## src/verilog/adc_cmp_pkg.sv

```systemverilog
// Purpose: Constants and types for the ADC compare trigger block.
// Assumes: One system clock, synchronous active-high reset.
// Notes:   Register offsets are byte addresses on the AXI4-Lite slave.
// Operation
// - Enable bit gates all trigger evaluation.
// - Region select field at bits 11:10.
// - Low band: below both thresholds.
// - Mid band: lower <= data < upper.
// - High band: data >= upper; 0x2 reserved.
// - Trigger mode field at bits 9:8.
// - Always mode: trigger every in-region result.
// - Once mode: trigger only on region entry.
// - Hysteresis always: trigger until opposite region.
// - Hysteresis once: one trigger until opposite region.
// - Bits 7:5 read-only, read as zero.
// - Previous-result state cleared by software request.

package adc_cmp_pkg;

    // Conversion result width.
    localparam int CONV_W = 12;

    // Register byte offsets.
    localparam logic [3:0] CTRL_OFFSET   = 4'h0;
    localparam logic [3:0] SRESET_OFFSET = 4'h4;
    localparam logic [3:0] STATUS_OFFSET = 4'h8;

    // Control field positions.
    localparam int ENABLE_BIT = 12;
    localparam int REGION_LSB = 10;
    localparam int MODE_LSB   = 8;
    localparam int SRESET_BIT = 0;

    // Region encodings.
    localparam logic [1:0] REGION_LOW  = 2'h0;
    localparam logic [1:0] REGION_MID  = 2'h1;
    localparam logic [1:0] REGION_HIGH = 2'h3;

    // Mode encodings.
    localparam logic [1:0] MODE_ALWAYS      = 2'h0;
    localparam logic [1:0] MODE_ONCE        = 2'h1;
    localparam logic [1:0] MODE_HYST_ALWAYS = 2'h2;
    localparam logic [1:0] MODE_HYST_ONCE   = 2'h3;

    // Bus response codes.
    localparam logic [1:0] RESP_OKAY   = 2'h0;
    localparam logic [1:0] RESP_SLVERR = 2'h2;

    // One conversion result with its strobe.
    typedef struct packed {
        logic              valid;
        logic [CONV_W-1:0] data;
    } conv_t;

    // Software control fields.
    typedef struct packed {
        logic       enable;
        logic [1:0] region;
        logic [1:0] mode;
    } ctrl_t;

    // Reset value of the control fields.
    localparam ctrl_t CTRL_RESET = '{1'b0, 2'h0, 2'h0};

    // Hysteresis state.
    typedef enum logic {
        HY_CLEAR = 1'b0,
        HY_HELD  = 1'b1
    } hyst_t;

endpackage

```

## src/verilog/adc_compare_trigger_fsm.sv

```systemverilog
// Purpose: Trigger generation for one ADC digital comparator.
// Assumes: Conversion results arrive on clk from local logic.
// Notes:   Registers are reached over an AXI4-Lite slave.
//
// The AXI4-Lite interface to the registers and the register offsets were left to the implementer.

`timescale 1ns/1ps

module adc_compare_trigger_fsm
    import adc_cmp_pkg::*;
#(
    parameter int ADDR_W = 8
) (
    // Clock and reset.
    input  wire logic              clk,
    input  wire logic              sys_rst,
    // Write address channel.
    input  wire logic [ADDR_W-1:0] awaddr,
    input  wire logic              awvalid,
    output      logic              awready,
    // Write data channel.
    input  wire logic [31:0]       wdata,
    input  wire logic [3:0]        wstrb,
    input  wire logic              wvalid,
    output      logic              wready,
    // Write response channel.
    output      logic [1:0]        bresp,
    output      logic              bvalid,
    input  wire logic              bready,
    // Read address channel.
    input  wire logic [ADDR_W-1:0] araddr,
    input  wire logic              arvalid,
    output      logic              arready,
    // Read data channel.
    output      logic [31:0]       rdata,
    output      logic [1:0]        rresp,
    output      logic              rvalid,
    input  wire logic              rready,
    // Conversion stream and thresholds.
    input  wire conv_t             conv,
    input  wire logic [CONV_W-1:0] lower_threshold,
    input  wire logic [CONV_W-1:0] upper_threshold,
    // Trigger pulse to the consumer.
    output      logic              trigger
);

    ////////////////////////////////////////////////////////////////////
    // Elaboration check.
    ////////////////////////////////////////////////////////////////////

    // The decoder pads offsets with upper zero bits.
    if (ADDR_W < 5) begin : g_addr_chk
        $error("ADDR_W must be at least 5");
    end

    // Match a bus address against a register offset.
    function automatic logic is_at(input logic [ADDR_W-1:0] a,
                                   input logic [3:0]        off);
        is_at = (a == {{(ADDR_W-4){1'b0}}, off});
    endfunction

    // Known register addresses answer OKAY.
    function automatic logic is_mapped(input logic [ADDR_W-1:0] a);
        is_mapped = is_at(a, CTRL_OFFSET) || is_at(a, SRESET_OFFSET)
                    || is_at(a, STATUS_OFFSET);
    endfunction

    ////////////////////////////////////////////////////////////////////
    // Storage.
    ////////////////////////////////////////////////////////////////////

    ctrl_t              ctrl;       // Software control fields.
    logic               reset_req;  // One-cycle state reset request.
    logic               prev_in;    // Previous result was in region.
    hyst_t              hyst;       // Hysteresis state.
    hyst_t              next_hyst;  // Next hysteresis state.
    logic               aw_held;    // Write address captured.
    logic [ADDR_W-1:0]  aw_addr;    // Captured write address.
    logic               w_held;     // Write data captured.
    logic [31:0]        w_data;     // Captured write data.
    logic [3:0]         w_strb;     // Captured byte enables.

    ////////////////////////////////////////////////////////////////////
    // Write path decode.
    ////////////////////////////////////////////////////////////////////

    // A write is done once both halves are in and no answer waits.
    wire do_write  = aw_held && w_held && !bvalid;
    wire wr_ctrl   = do_write && is_at(aw_addr, CTRL_OFFSET) && w_strb[1];
    wire wr_sreset = do_write && is_at(aw_addr, SRESET_OFFSET) && w_strb[0];
    wire wr_resp_ok = is_mapped(aw_addr);

    // Write address capture; held until the response is taken.
    always_ff @(posedge clk) begin
        if (sys_rst) begin
            awready <= 1'b1;
            aw_held <= 1'b0;
            aw_addr <= '0;
        end else if (awvalid && awready) begin
            awready <= 1'b0;
            aw_held <= 1'b1;
            aw_addr <= awaddr;
        end else if (bvalid && bready) begin
            awready <= 1'b1;
            aw_held <= 1'b0;
        end
    end

    // Write data capture; either order against the address.
    always_ff @(posedge clk) begin
        if (sys_rst) begin
            wready <= 1'b1;
            w_held <= 1'b0;
            w_data <= 32'h0000_0000;
            w_strb <= 4'h0;
        end else if (wvalid && wready) begin
            wready <= 1'b0;
            w_held <= 1'b1;
            w_data <= wdata;
            w_strb <= wstrb;
        end else if (bvalid && bready) begin
            wready <= 1'b1;
            w_held <= 1'b0;
        end
    end

    // Write response; unmapped addresses answer SLVERR.
    always_ff @(posedge clk) begin
        if (sys_rst) begin
            bvalid <= 1'b0;
            bresp  <= RESP_OKAY;
        end else if (do_write) begin
            bvalid <= 1'b1;
            bresp  <= wr_resp_ok ? RESP_OKAY : RESP_SLVERR;
        end else if (bready) begin
            bvalid <= 1'b0;
        end
    end

    ////////////////////////////////////////////////////////////////////
    // Control register.
    ////////////////////////////////////////////////////////////////////

    // Fields live in byte lane 1, so only that strobe updates them.
    always_ff @(posedge clk) begin
        if (sys_rst) begin
            ctrl <= CTRL_RESET;
        end else if (wr_ctrl) begin
            ctrl.enable <= w_data[ENABLE_BIT];
            ctrl.region <= w_data[REGION_LSB +: 2];
            ctrl.mode   <= w_data[MODE_LSB +: 2];
        end
    end

    // State reset request clears itself after one cycle.
    always_ff @(posedge clk) begin
        if (sys_rst) begin
            reset_req <= 1'b0;
        end else begin
            reset_req <= wr_sreset && w_data[SRESET_BIT];
        end
    end

    ////////////////////////////////////////////////////////////////////
    // Read path.
    ////////////////////////////////////////////////////////////////////

    // Bits 7:5 and the upper word are tied to zero.
    wire [31:0] ctrl_word = {19'h0_0000, ctrl.enable, ctrl.region,
                             ctrl.mode, 3'h0, 5'h00};
    wire [31:0] stat_word = {30'h0000_0000, hyst == HY_HELD, prev_in};
    wire [31:0] rd_value  = is_at(araddr, CTRL_OFFSET)   ? ctrl_word :
                            is_at(araddr, STATUS_OFFSET) ? stat_word :
                            32'h0000_0000;

    // One read at a time; arready drops until the data is taken.
    always_ff @(posedge clk) begin
        if (sys_rst) begin
            arready <= 1'b1;
            rvalid  <= 1'b0;
            rdata   <= 32'h0000_0000;
            rresp   <= RESP_OKAY;
        end else if (arvalid && arready) begin
            arready <= 1'b0;
            rvalid  <= 1'b1;
            rdata   <= rd_value;
            rresp   <= is_mapped(araddr) ? RESP_OKAY : RESP_SLVERR;
        end else if (rvalid && rready) begin
            arready <= 1'b1;
            rvalid  <= 1'b0;
        end
    end

    ////////////////////////////////////////////////////////////////////
    // Region decode.
    ////////////////////////////////////////////////////////////////////

    // The bands assume upper >= lower; software keeps that.
    wire below_both = conv.data < lower_threshold
                      && conv.data < upper_threshold;
    wire mid_band   = conv.data >= lower_threshold
                      && conv.data < upper_threshold;
    wire high_band  = conv.data >= upper_threshold;

    // Reserved region code never counts as in region.
    wire in_region = (ctrl.region == REGION_LOW)  ? below_both :
                     (ctrl.region == REGION_MID)  ? mid_band :
                     (ctrl.region == REGION_HIGH) ? high_band : 1'b0;

    // Mid band has no opposite, so there only a state reset request clears hysteresis.
    wire opposite  = (ctrl.region == REGION_LOW)  ? high_band :
                     (ctrl.region == REGION_HIGH) ? below_both :
                     1'b0;

    // A result is looked at once, and only while enabled.
    wire evaluate  = conv.valid && ctrl.enable;

    // A reset request in the same cycle as a result starts fresh.
    wire   base_prev = reset_req ? 1'b0 : prev_in;
    hyst_t base_hyst;
    assign base_hyst = reset_req ? HY_CLEAR : hyst;
    wire   base_held = (base_hyst == HY_HELD);

    ////////////////////////////////////////////////////////////////////
    // Trigger decision.
    ////////////////////////////////////////////////////////////////////

    logic fire;  // Mode-qualified trigger decision.

    // Each mode turns region membership into a trigger.
    always_comb begin
        case (ctrl.mode)
            MODE_ALWAYS:      fire = in_region;
            MODE_ONCE:        fire = in_region && !base_prev;
            MODE_HYST_ALWAYS: fire = in_region
                                     || (base_held && !opposite);
            MODE_HYST_ONCE:   fire = in_region && !base_held;
            default:          fire = 1'b0;
        endcase
    end

    // Hysteresis arms on region entry and clears on the opposite band.
    always_comb begin
        case (base_hyst)
            HY_CLEAR: next_hyst = (evaluate && ctrl.mode[1] && in_region)
                                  ? HY_HELD : HY_CLEAR;
            HY_HELD:  next_hyst = (evaluate && opposite)
                                  ? HY_CLEAR : HY_HELD;
            default:  next_hyst = HY_CLEAR;
        endcase
    end

    // Held state and the registered one-cycle trigger pulse.
    always_ff @(posedge clk) begin
        if (sys_rst) begin
            hyst    <= HY_CLEAR;
            prev_in <= 1'b0;
            trigger <= 1'b0;
        end else begin
            hyst    <= next_hyst;
            prev_in <= evaluate ? in_region : base_prev;
            trigger <= evaluate && fire;
        end
    end

    wire ev_mode0 = evaluate && ctrl.mode == MODE_ALWAYS;
endmodule // adc_compare_trigger_fsm

```

## config.mk

```make
export PLATFORM = sky130hd
export DESIGN_NAME = adc_compare_trigger_fsm
export DESIGN_NICKNAME = d
export VERILOG_FILES = /design/src/verilog/adc_cmp_pkg.sv /design/src/verilog/adc_compare_trigger_fsm.sv
export SDC_FILE = /design/constraint.sdc
export NUM_CORES = 1
export LEC_CHECK = 0
export BUFFER_PORTS_ARGS = -buffer_cell sky130_fd_sc_hd__buf_2
export CAP_MARGIN = 40
export CORE_MARGIN = 3
export CORE_UTILIZATION = 46
export CTS_BUF_LIST = sky130_fd_sc_hd__clkbuf_2 sky130_fd_sc_hd__clkbuf_4 sky130_fd_sc_hd__clkbuf_8
export CTS_CLUSTER_SIZE = 25
export DETAILED_ROUTE_END_ITERATION = 10
export PLACE_DENSITY = 0.81
export SLEW_MARGIN = 30
export SYNTH_ARGS = -nofsm -noshare
export SYNTH_HDL_FRONTEND = slang
export SYNTH_SLANG_ARGS = --single-unit
```

## constraint.sdc

```tcl
create_clock -name clk -period 2.5 [get_ports clk]
set_input_delay 0.625 -clock clk [delete_from_list [all_inputs] [get_ports clk]]
set_output_delay 0.625 -clock clk [all_outputs]
set_load 0.02 [all_outputs]
```

==> results.rst, run 1 <==
.. list-table::
   :header-rows: 1

   * - Metric
     - Value
   * - Run status
     - finished, final reports clean
   * - Global routing's busiest layer
     - met2
   * - Path type of the worst min-delay path
     - register to register
   * - Cell taking the most area after synthesis
     - sky130_fd_sc_hd__dfxtp_1
   * - Overall global routing resource usage
     - 17.44%
   * - Filler cell count
     - 476
   * - Final hold slack
     - 0.4493 ns
   * - Post-DP HPWL
     - 4212 microns
   * - Effective utilization at floorplan
     - 49.44%
   * - Routed WL
     - 5182 microns
   * - Detailed-routing iteration count for the pre-antenna-repair pass
     - 4
   * - Inserted Diodes
     - 0
   * - Setup repair after global routing missed its margin
     - false
   * - Endpoint type of the worst setup path
     - register
   * - CTS root buffer
     - sky130_fd_sc_hd__clkbuf_8
   * - Required time at the worst-slack endpoint
     - 2.69 ns
   * - Quantity of hold-fixing buffers added after cts
     - 0
   * - Share of synthesized flip-flops with an asynchronous set or reset
     - 0%
   * - Antenna violations before repair
     - 0
   * - Horizontal die dimension
     - 78.42 microns
   * - Worst stage delay on the critical path
     - 0.35 ns
   * - Share of power burned in combinational logic
     - 21.1%
   * - Count of nets after finishing
     - 511
   * - Ordered list of cells on the worst path
     - buf_2 -> ha_1 -> a21oi_2 -> nand2_1 -> a221oi_2 -> o41ai_1 -> o31ai_1 -> nand3_1 -> a32o_1
   * - Die height
     - 78.42 microns
   * - Total grt overflow
     - 0
   * - Remaining routing DRC violations
     - 0
   * - Weighted congestion at the end of routability-driven global placement
     - 0.7577
   * - Mapped Avg Cell Area
     - 7.909 sq um
   * - Achievable Freq
     - 0.4434 GHz
   * - Max transition margin
     - 64.58%
   * - Met3 global-route usage
     - 5.390%
   * - Row count
     - 25
   * - PostCTS Resize Cnt
     - 0
   * - Net switching power
     - 411.2 uW
   * - Int Pwr
     - 1032 uW
   * - Worst path top cell family by delay
     - compound AO/OA/AOI/OAI gates
   * - Number of global-route vias before repair
     - 2,131
   * - Type of the worst setup path
     - input port to register
   * - Cell types occupying the most area after synthesis
     - sky130_fd_sc_hd__dfxtp_1 (34%), sky130_fd_sc_hd__ha_1 (12%), sky130_fd_sc_hd__nand2_1 (9.2%), sky130_fd_sc_hd__a21oi_1 (8.5%), sky130_fd_sc_hd__buf_4 (8.4%)
   * - Latest clock arrival within the worst-skew pair
     - 0.29 ns
   * - Drt wl/cell
     - 11.29 microns
   * - DIE AREA
     - 6149 sq um
   * - Highest fanout seen on the critical path
     - 4
   * - Clock Sink Count
     - 41
   * - Max-capacitance violation count
     - 0
   * - Sw Ratio
     - 28.49%
   * - Share of total power in sequential cells
     - 48.3%
   * - First-pass GRT wire length
     - 8769 microns
   * - Total count of hold-check failures in the final report
     - 0
   * - Pins Over Slew Limit
     - 0
   * - Post-CTS repair timing setup buffer count
     - 0
   * - Remaining number of nets flagged by the antenna check after routing
     - 0
   * - Clk pwr share
     - 30.6%
   * - Worst path buffer plus inverter count
     - 1
   * - Post-synth EDFFs
     - 0
   * - Sequential element share of the synthesized area
     - 34.02%
   * - Maximum VDD drop
     - 0.4082 mV
   * - Area of the mapped netlist
     - 2412 sq um
   * - Leakage Power
     - 0.001454 uW
   * - Most used flip-flop cell after synthesis
     - sky130_fd_sc_hd__dfxtp_1
   * - Number of clock buffers inserted by TritonCTS
     - 5
   * - Highest-delay cell along the critical path
     - sky130_fd_sc_hd__ha_1
   * - H-tree levels
     - 2
   * - Syn-to-layout area delta
     - 19.97%
   * - Clock buffer depth
     - 2
   * - Min cycle time layout
     - 2.255 ns
   * - Crit path arrival time
     - 2.44 ns
   * - Pwr dens
     - 498.8 nW/um^2
   * - Final Total Pwr
     - 1443 uW
   * - Routed via count
     - 2,218
   * - Pre-CTS setup slack
     - -0.06828 ns
   * - Global Route met1 Usage
     - 21.39%
   * - Final setup margin
     - 0.2445 ns
   * - Tcrit/Tclk final
     - 90.22%
   * - Total of endpoints with negative setup slack in the final report
     - 0
   * - Largest net degree at the start of global routing
     - 26
   * - Number of synthesized register bits
     - 41
   * - Synthesis warning total
     - 0
   * - Fraction of layout cells with a size suffix above 1
     - 25.26%
   * - Gate count of the mapped netlist
     - 305
   * - Area share of the largest cell type after synthesis
     - 34.02%
   * - Number of top-level pins
     - 138
   * - TritonCTS clock tree
     - done
   * - Clock tree skew after final layout
     - 0.003691 ns
   * - Fraction of met2 tracks used by global routing
     - 29.88%
   * - Area inside the core boundary
     - 4880 sq um
   * - Average via count per standard cell
     - 4.832
   * - Cell area after placement
     - 2803 sq um
   * - Final design instance area without fill
     - 2894 sq um
   * - Tightest Pin Transition
     - 0.5257 ns
   * - Clock transition at the registers of the reported paths
     - 0.07 ns
   * - Port buffer count
     - 82
   * - Setup crit start kind
     - input port
   * - Cell with the most instances after synthesis
     - sky130_fd_sc_hd__nand2_1
   * - Drt first-iter violations
     - 84
   * - Unique cell type count in the Yosys netlist
     - 40
   * - Leading cell types by count after synthesis
     - sky130_fd_sc_hd__nand2_1 (59), sky130_fd_sc_hd__a21oi_1 (41), sky130_fd_sc_hd__dfxtp_1 (41)
==> worst register-to-register path, stage by stage, from the launching register on <==
cell and delay (ns):
sky130_fd_sc_hd__dfxtp_1 0.31, sky130_fd_sc_hd__nor4_1 0.33, sky130_fd_sc_hd__nand2_1 0.15, sky130_fd_sc_hd__nor3_1 0.16
sky130_fd_sc_hd__nand3b_1 0.27, sky130_fd_sc_hd__mux2i_1 0.23, sky130_fd_sc_hd__nor2_1 0.05
==> cell type report <==
type	count	area, sq um	area share [%]
multi-input cells	232	1360	47.00
flip-flops and latches	41	820.8	28.36
repair buffers	87	447.9	15.48
clock buffers	8	91.34	3.156
inverters	24	90.09	3.113
well taps	67	83.83	2.897
==> power by group through the flow <==
stage / sequential [uW] / combinational (uW) / clock (uW)
2_1_floorplan: 718 / 220 / 0
3_3_place_gp: 710 / 294 / 0
3_5_place_dp: 711 / 303 / 0
4_1_cts: 696 / 305 / 455
5_1_grt: 699 / 348 / 485
6_report: 697 / 305 / 442
==> routing by layer <==
layer | up-vias | wire length (microns)
met2 | 72 | 2433
met5 | - | 0
met4 | 0 | 63
li1 | 1164 | -
met1 | 976 | 2360
met3 | 6 | 325
==> path summary, 6_finish.rpt <==
| check | end | slack (ns) | cells after the start | startpoint |
|---|---|---|---|---|
| setup / recovery | hyst$_SDFF_PP0_ | 0.24 | 9 | conv[10] |
| hold / removal | rdata[0]$_SDFFE_PP0P_ | 0.45 | 2 | rdata[0]$_SDFFE_PP0P_ |
| setup reg to reg | ctrl[4]$_SDFFE_PP0P_ | 0.88 | 6 | aw_addr[4]$_SDFFE_PP0P_ |
| hold reg to reg | rdata[0]$_SDFFE_PP0P_ | 0.45 | 2 | rdata[0]$_SDFFE_PP0P_ |
==> cells in the final DEF, fill, tap and decap left out, types with 2 or more instances in the layout <==
master / synthesis / final
sky130_fd_sc_hd__and2_1: 3 / 3
sky130_fd_sc_hd__inv_1: 24 / 24
sky130_fd_sc_hd__a21oi_1: 41 / 41
sky130_fd_sc_hd__nand4_1: 7 / 7
sky130_fd_sc_hd__clkbuf_4: 0 / 3
sky130_fd_sc_hd__buf_2: 0 / 82
sky130_fd_sc_hd__buf_4: 27 / 5
sky130_fd_sc_hd__nor3_1: 6 / 6
sky130_fd_sc_hd__nor4_1: 4 / 4
sky130_fd_sc_hd__o21ai_0: 8 / 8
sky130_fd_sc_hd__ha_1: 24 / 24
sky130_fd_sc_hd__conb_1: 1 / 27
sky130_fd_sc_hd__mux2i_1: 6 / 6
sky130_fd_sc_hd__nand2b_1: 2 / 2
sky130_fd_sc_hd__nand3_1: 4 / 4
sky130_fd_sc_hd__clkbuf_8: 1 / 5
sky130_fd_sc_hd__a211o_1: 2 / 2
sky130_fd_sc_hd__nor2_1: 15 / 15
sky130_fd_sc_hd__nand2_1: 59 / 59
sky130_fd_sc_hd__nand3b_1: 4 / 4
sky130_fd_sc_hd__dfxtp_1: 41 / 41
==> registers in the layout, summed over array words and instances (netlist names) <==
| register | cells |
|---|---|
| ctrl | 5 |
| w_held | 1 |
| wready | 1 |
| rresp | 1 |
| awready | 1 |
| hyst | 1 |
| prev_in | 1 |
| trigger | 1 |
| aw_held | 1 |
| bresp | 1 |
| aw_addr | 8 |
| rvalid | 1 |
| arready | 1 |
| w_data | 6 |
| reset_req | 1 |
| bvalid | 1 |
| rdata | 7 |
| w_strb | 2 |
==> metrics by stage <==
stage	cells	TNS [ns]	utilization [%]
2_1_floorplan	331	0	-
3_5_place_dp	451	-0.08526	57.44
6_report	459	0	59.31
3_3_place_gp	451	-0.08171	57.44
5_1_grt	459	0	59.31
4_1_cts	459	0	59.31
==> cells by family after synthesis <==
| family | after synthesis | synth area share, % |
|---|---|---|
| compound gates | 64 | 15.77 |
| fa+ha+maj | 24 | 12.45 |
| buf+inv | 58 | 13.64 |
| flops | 41 | 34.03 |
| mux | 6 | 2.490 |
| other cells | 1 | 0.1555 |
| simple gates | 111 | 21.47 |
Power figures use the tool's default switching activity.
==> run 2, diff against run 1 <==
- clock period: 2.5 -> 2.35 ns (I/O delays scaled with it)
==> run 2 against run 1 <==
Compared with the run above:
- sequential power is 6.2% higher
- worst setup slack got worse by 0.22 ns
- sequential cell count stayed put
- clock power increased by 13%
- critical path depth did not move
- utilization rose by 1.6 points
- power up 9.8%
==> results.rst, run 2 (synthesis gave the netlist of run 1 again) <==
.. list-table::
   :header-rows: 1

   * - Metric
     - Value
   * - Highest-delay cell along the critical path
     - sky130_fd_sc_hd__a211o_1
   * - Number of top-level pins
     - 138 (unchanged)
   * - Horizontal die dimension
     - 78.42 microns (unchanged)
   * - Biggest register
     - aw_addr
   * - Syn-to-layout area delta
     - 23.13%
   * - Number of instances on the worst hold path
     - 2 (unchanged)
   * - Inserted Diodes
     - 0 (unchanged)
   * - Overall global routing resource usage
     - 16.55% (-0.88 points)
   * - Die height
     - 78.42 microns (unchanged)
   * - Number of cells after detailed placement
     - 455 (+0.89%)
   * - Drt first-iter violations
     - 96 (+14%)
   * - Post-DP HPWL
     - 4138 microns (-1.8%)
   * - Most used cells in the layout excluding fill and tap cells
     - sky130_fd_sc_hd__buf_2 (82), sky130_fd_sc_hd__nand2_1 (59), sky130_fd_sc_hd__dfxtp_1 (41), sky130_fd_sc_hd__a21oi_1 (40), sky130_fd_sc_hd__conb_1 (27)
   * - Clock transition at the registers of the reported paths
     - 0.07 ns (about the same)
   * - Final Total Pwr
     - 1585 uW (+9.8%)
   * - Minimum setup slack among reg-to-reg paths
     - 0.78 ns (-0.10 ns)
   * - Hold path startpoint
     - rdata[0]$_SDFFE_PP0P_
   * - Highest fanout seen on the critical path
     - 3 (-1)
   * - Port buffer count
     - 82 (unchanged)
   * - Utilization of the core after routing
     - 60.87% (+1.6 points)
   * - Number of global-route vias before repair
     - 2,036 (-4.5%)
   * - Largest registers
     - aw_addr (8), rdata (7), w_data (6)
   * - Total count of hold-check failures in the final report
     - 0 (unchanged)
   * - Count of nets after finishing
     - 516 (+0.98%)
   * - Detailed-routing iteration count for the pre-antenna-repair pass
     - 5 (+1)
   * - First-pass GRT wire length
     - 8376 microns (-4.5%)
   * - Count of placed standard cells in the final layout, fillers left out
     - 464 (+1.1%)
   * - Crit path arrival time
     - 2.52 ns (+0.08 ns)
   * - Fraction of layout cells with a size suffix above 1
     - 27.20% (+1.9 points)
   * - Quantity of hold-fixing buffers added after cts
     - 0 (unchanged)
   * - Total of endpoints with negative setup slack in the final report
     - 0 (unchanged)
   * - Remaining number of nets flagged by the antenna check after routing
     - 0 (unchanged)
   * - Tightest Pin Transition
     - 0.5461 ns (+0.02040 ns)
   * - Row count
     - 25 (unchanged)
   * - Max transition margin
     - 63.21% (-1.4 points)
   * - Hold-critical path endpoint
     - rdata[0]$_SDFFE_PP0P_
   * - Leakage Power
     - 0.001488 uW (+2.3%)
   * - Largest register FFs
     - 8 (unchanged)
   * - End of the worst register-to-register path
     - ctrl[1]$_SDFFE_PP0P_
   * - Weighted congestion at the end of routability-driven global placement
     - 0.7677 (+1.3%)
   * - Clock Sink Count
     - 41 (unchanged)
   * - Worst stage delay on the critical path
     - 0.33 ns (-0.02 ns)
   * - Routed WL
     - 5141 microns (-0.79%)
   * - Min cycle time layout
     - 2.329 ns
   * - Routed via count
     - 2,246 (+1.3%)
   * - Clock tree skew after final layout
     - 0.001303 ns (-0.002387 ns)
   * - Number of clock buffers inserted by TritonCTS
     - 5 (unchanged)
   * - Number of cells on the worst reg-to-reg path
     - 6 (unchanged)
   * - Antenna violations before repair
     - 0 (unchanged)
   * - Run status
     - finished, final reports clean
   * - Drt wl/cell
     - 11.08 microns (-1.9%)
   * - Filler cell count
     - 448 (-5.9%)
   * - Max-capacitance violation count
     - 0 (unchanged)
   * - Remaining routing DRC violations
     - 0 (unchanged)
   * - Largest net degree at the start of global routing
     - 26 (unchanged)
   * - Pins Over Slew Limit
     - 0 (unchanged)
   * - Type of the worst setup path
     - input port to register
   * - Ordered list of cells on the worst path
     - buf_2 -> ha_1 -> and4_2 -> a221oi_2 -> buf_4 -> o211a_1 -> nor3_1 -> a211o_1 -> a32o_1
   * - Area inside the core boundary
     - 4880 sq um (unchanged)
   * - Final setup margin
     - 0.02127 ns (-0.2233 ns)
   * - Path type of the worst min-delay path
     - register to register
   * - Endpoint type of the worst setup path
     - register
   * - Achievable Freq
     - 0.4294 GHz
   * - Crit Reg-Reg Startpoint
     - aw_addr[4]$_SDFFE_PP0P_
   * - Effective utilization at floorplan
     - 49.44% (unchanged)
   * - Latest clock arrival within the worst-skew pair
     - 0.30 ns (about the same)
   * - CTS root buffer
     - sky130_fd_sc_hd__clkbuf_8
   * - Pwr dens
     - 533.7 nW/um^2 (+7.0%)
   * - Most frequent standard cell in the layout excluding fill and tap cells
     - sky130_fd_sc_hd__buf_2
   * - Tcrit/Tclk final
     - 99.09%
   * - Setup crit start kind
     - input port
   * - Total grt overflow
     - 0 (unchanged)
   * - Required time at the worst-slack endpoint
     - 2.54 ns (-0.15 ns)
   * - Average via count per standard cell
     - 4.841 (+0.17%)
   * - Maximum VDD drop
     - 0.3874 mV (-5.1%)
   * - H-tree levels
     - 2 (unchanged)
   * - Pre-CTS setup slack
     - -0.2400 ns (-0.1717 ns)
   * - TritonCTS clock tree
     - done
   * - Clock buffer depth
     - 2 (unchanged)
   * - DIE AREA
     - 6149 sq um (unchanged)
-- run 2: how the worst max path moves through the flow --
stage / depth (start not counted) / to / start
after floorplan: 9 / hyst$_SDFF_PP0_ / lower_threshold[10]
after global placement: 9 / hyst$_SDFF_PP0_ / conv[10]
after detailed placement: 9 / hyst$_SDFF_PP0_ / conv[10]
after CTS: 9 / hyst$_SDFF_PP0_ / conv[10]
after global routing: 10 / hyst$_SDFF_PP0_ / conv[5]
final: 9 / hyst$_SDFF_PP0_ / conv[11]
-- run 2: metal layers --
layer  global-route usage [%]  share of wire [%]  routed length, microns  up-vias
li1                         -                  -                       -     1174
met1                    20.35                 44                    2287      987
met2                    28.60                 47                    2413       76
met3                    3.440                6.9                     355        9
met4                    5.769                1.6                      84        0
met5                        0                  0                       0        -
-- run 2: critical path: cells and delay by family --
kind | cells | cell delay [ns]
compound gates | 4 | 1.03
fa+ha+maj | 1 | 0.32
buf+inv | 2 | 0.28
simple gates | 2 | 0.30
-- run 2: layout make-up --
type / count / area (sq um) / share of cell area, %
multi-input combinational: 232 / 1389 / 46.76
sequential: 41 / 820.8 / 27.63
timing repair buffer: 92 / 485.5 / 16.34
clock buffer: 7 / 96.34 / 3.243
inverter: 24 / 90.09 / 3.033
tap: 67 / 83.83 / 2.822
clock inverter: 1 / 5.005 / 0.1685
-- run 2: metrics by stage --
step | hold WS (ns) | cell area, sq um | TNS [ns]
after floorplan | 0.4311 | 2510 | 0
after global placement | 0.4399 | 2833 | -0.3690
after detailed placement | 0.4446 | 2833 | -0.4863
after CTS | 0.4548 | 2934 | 0
after global routing | 0.4690 | 2970 | -0.04453
final | 0.4502 | 2970 | 0
-- run 2: power breakdown --
group          switching (uW)  internal [uW]  total, uW
Sequential               17.5            723        740
Combinational             202            141        343
Clock                     236            265        501
Total                     456           1130       1590
-- run 2: repair_timing --
action,4_1_cts,5_1_grt
setup endpoints to repair,0,2
gates resized for setup,0,5
setup buffers,0,1
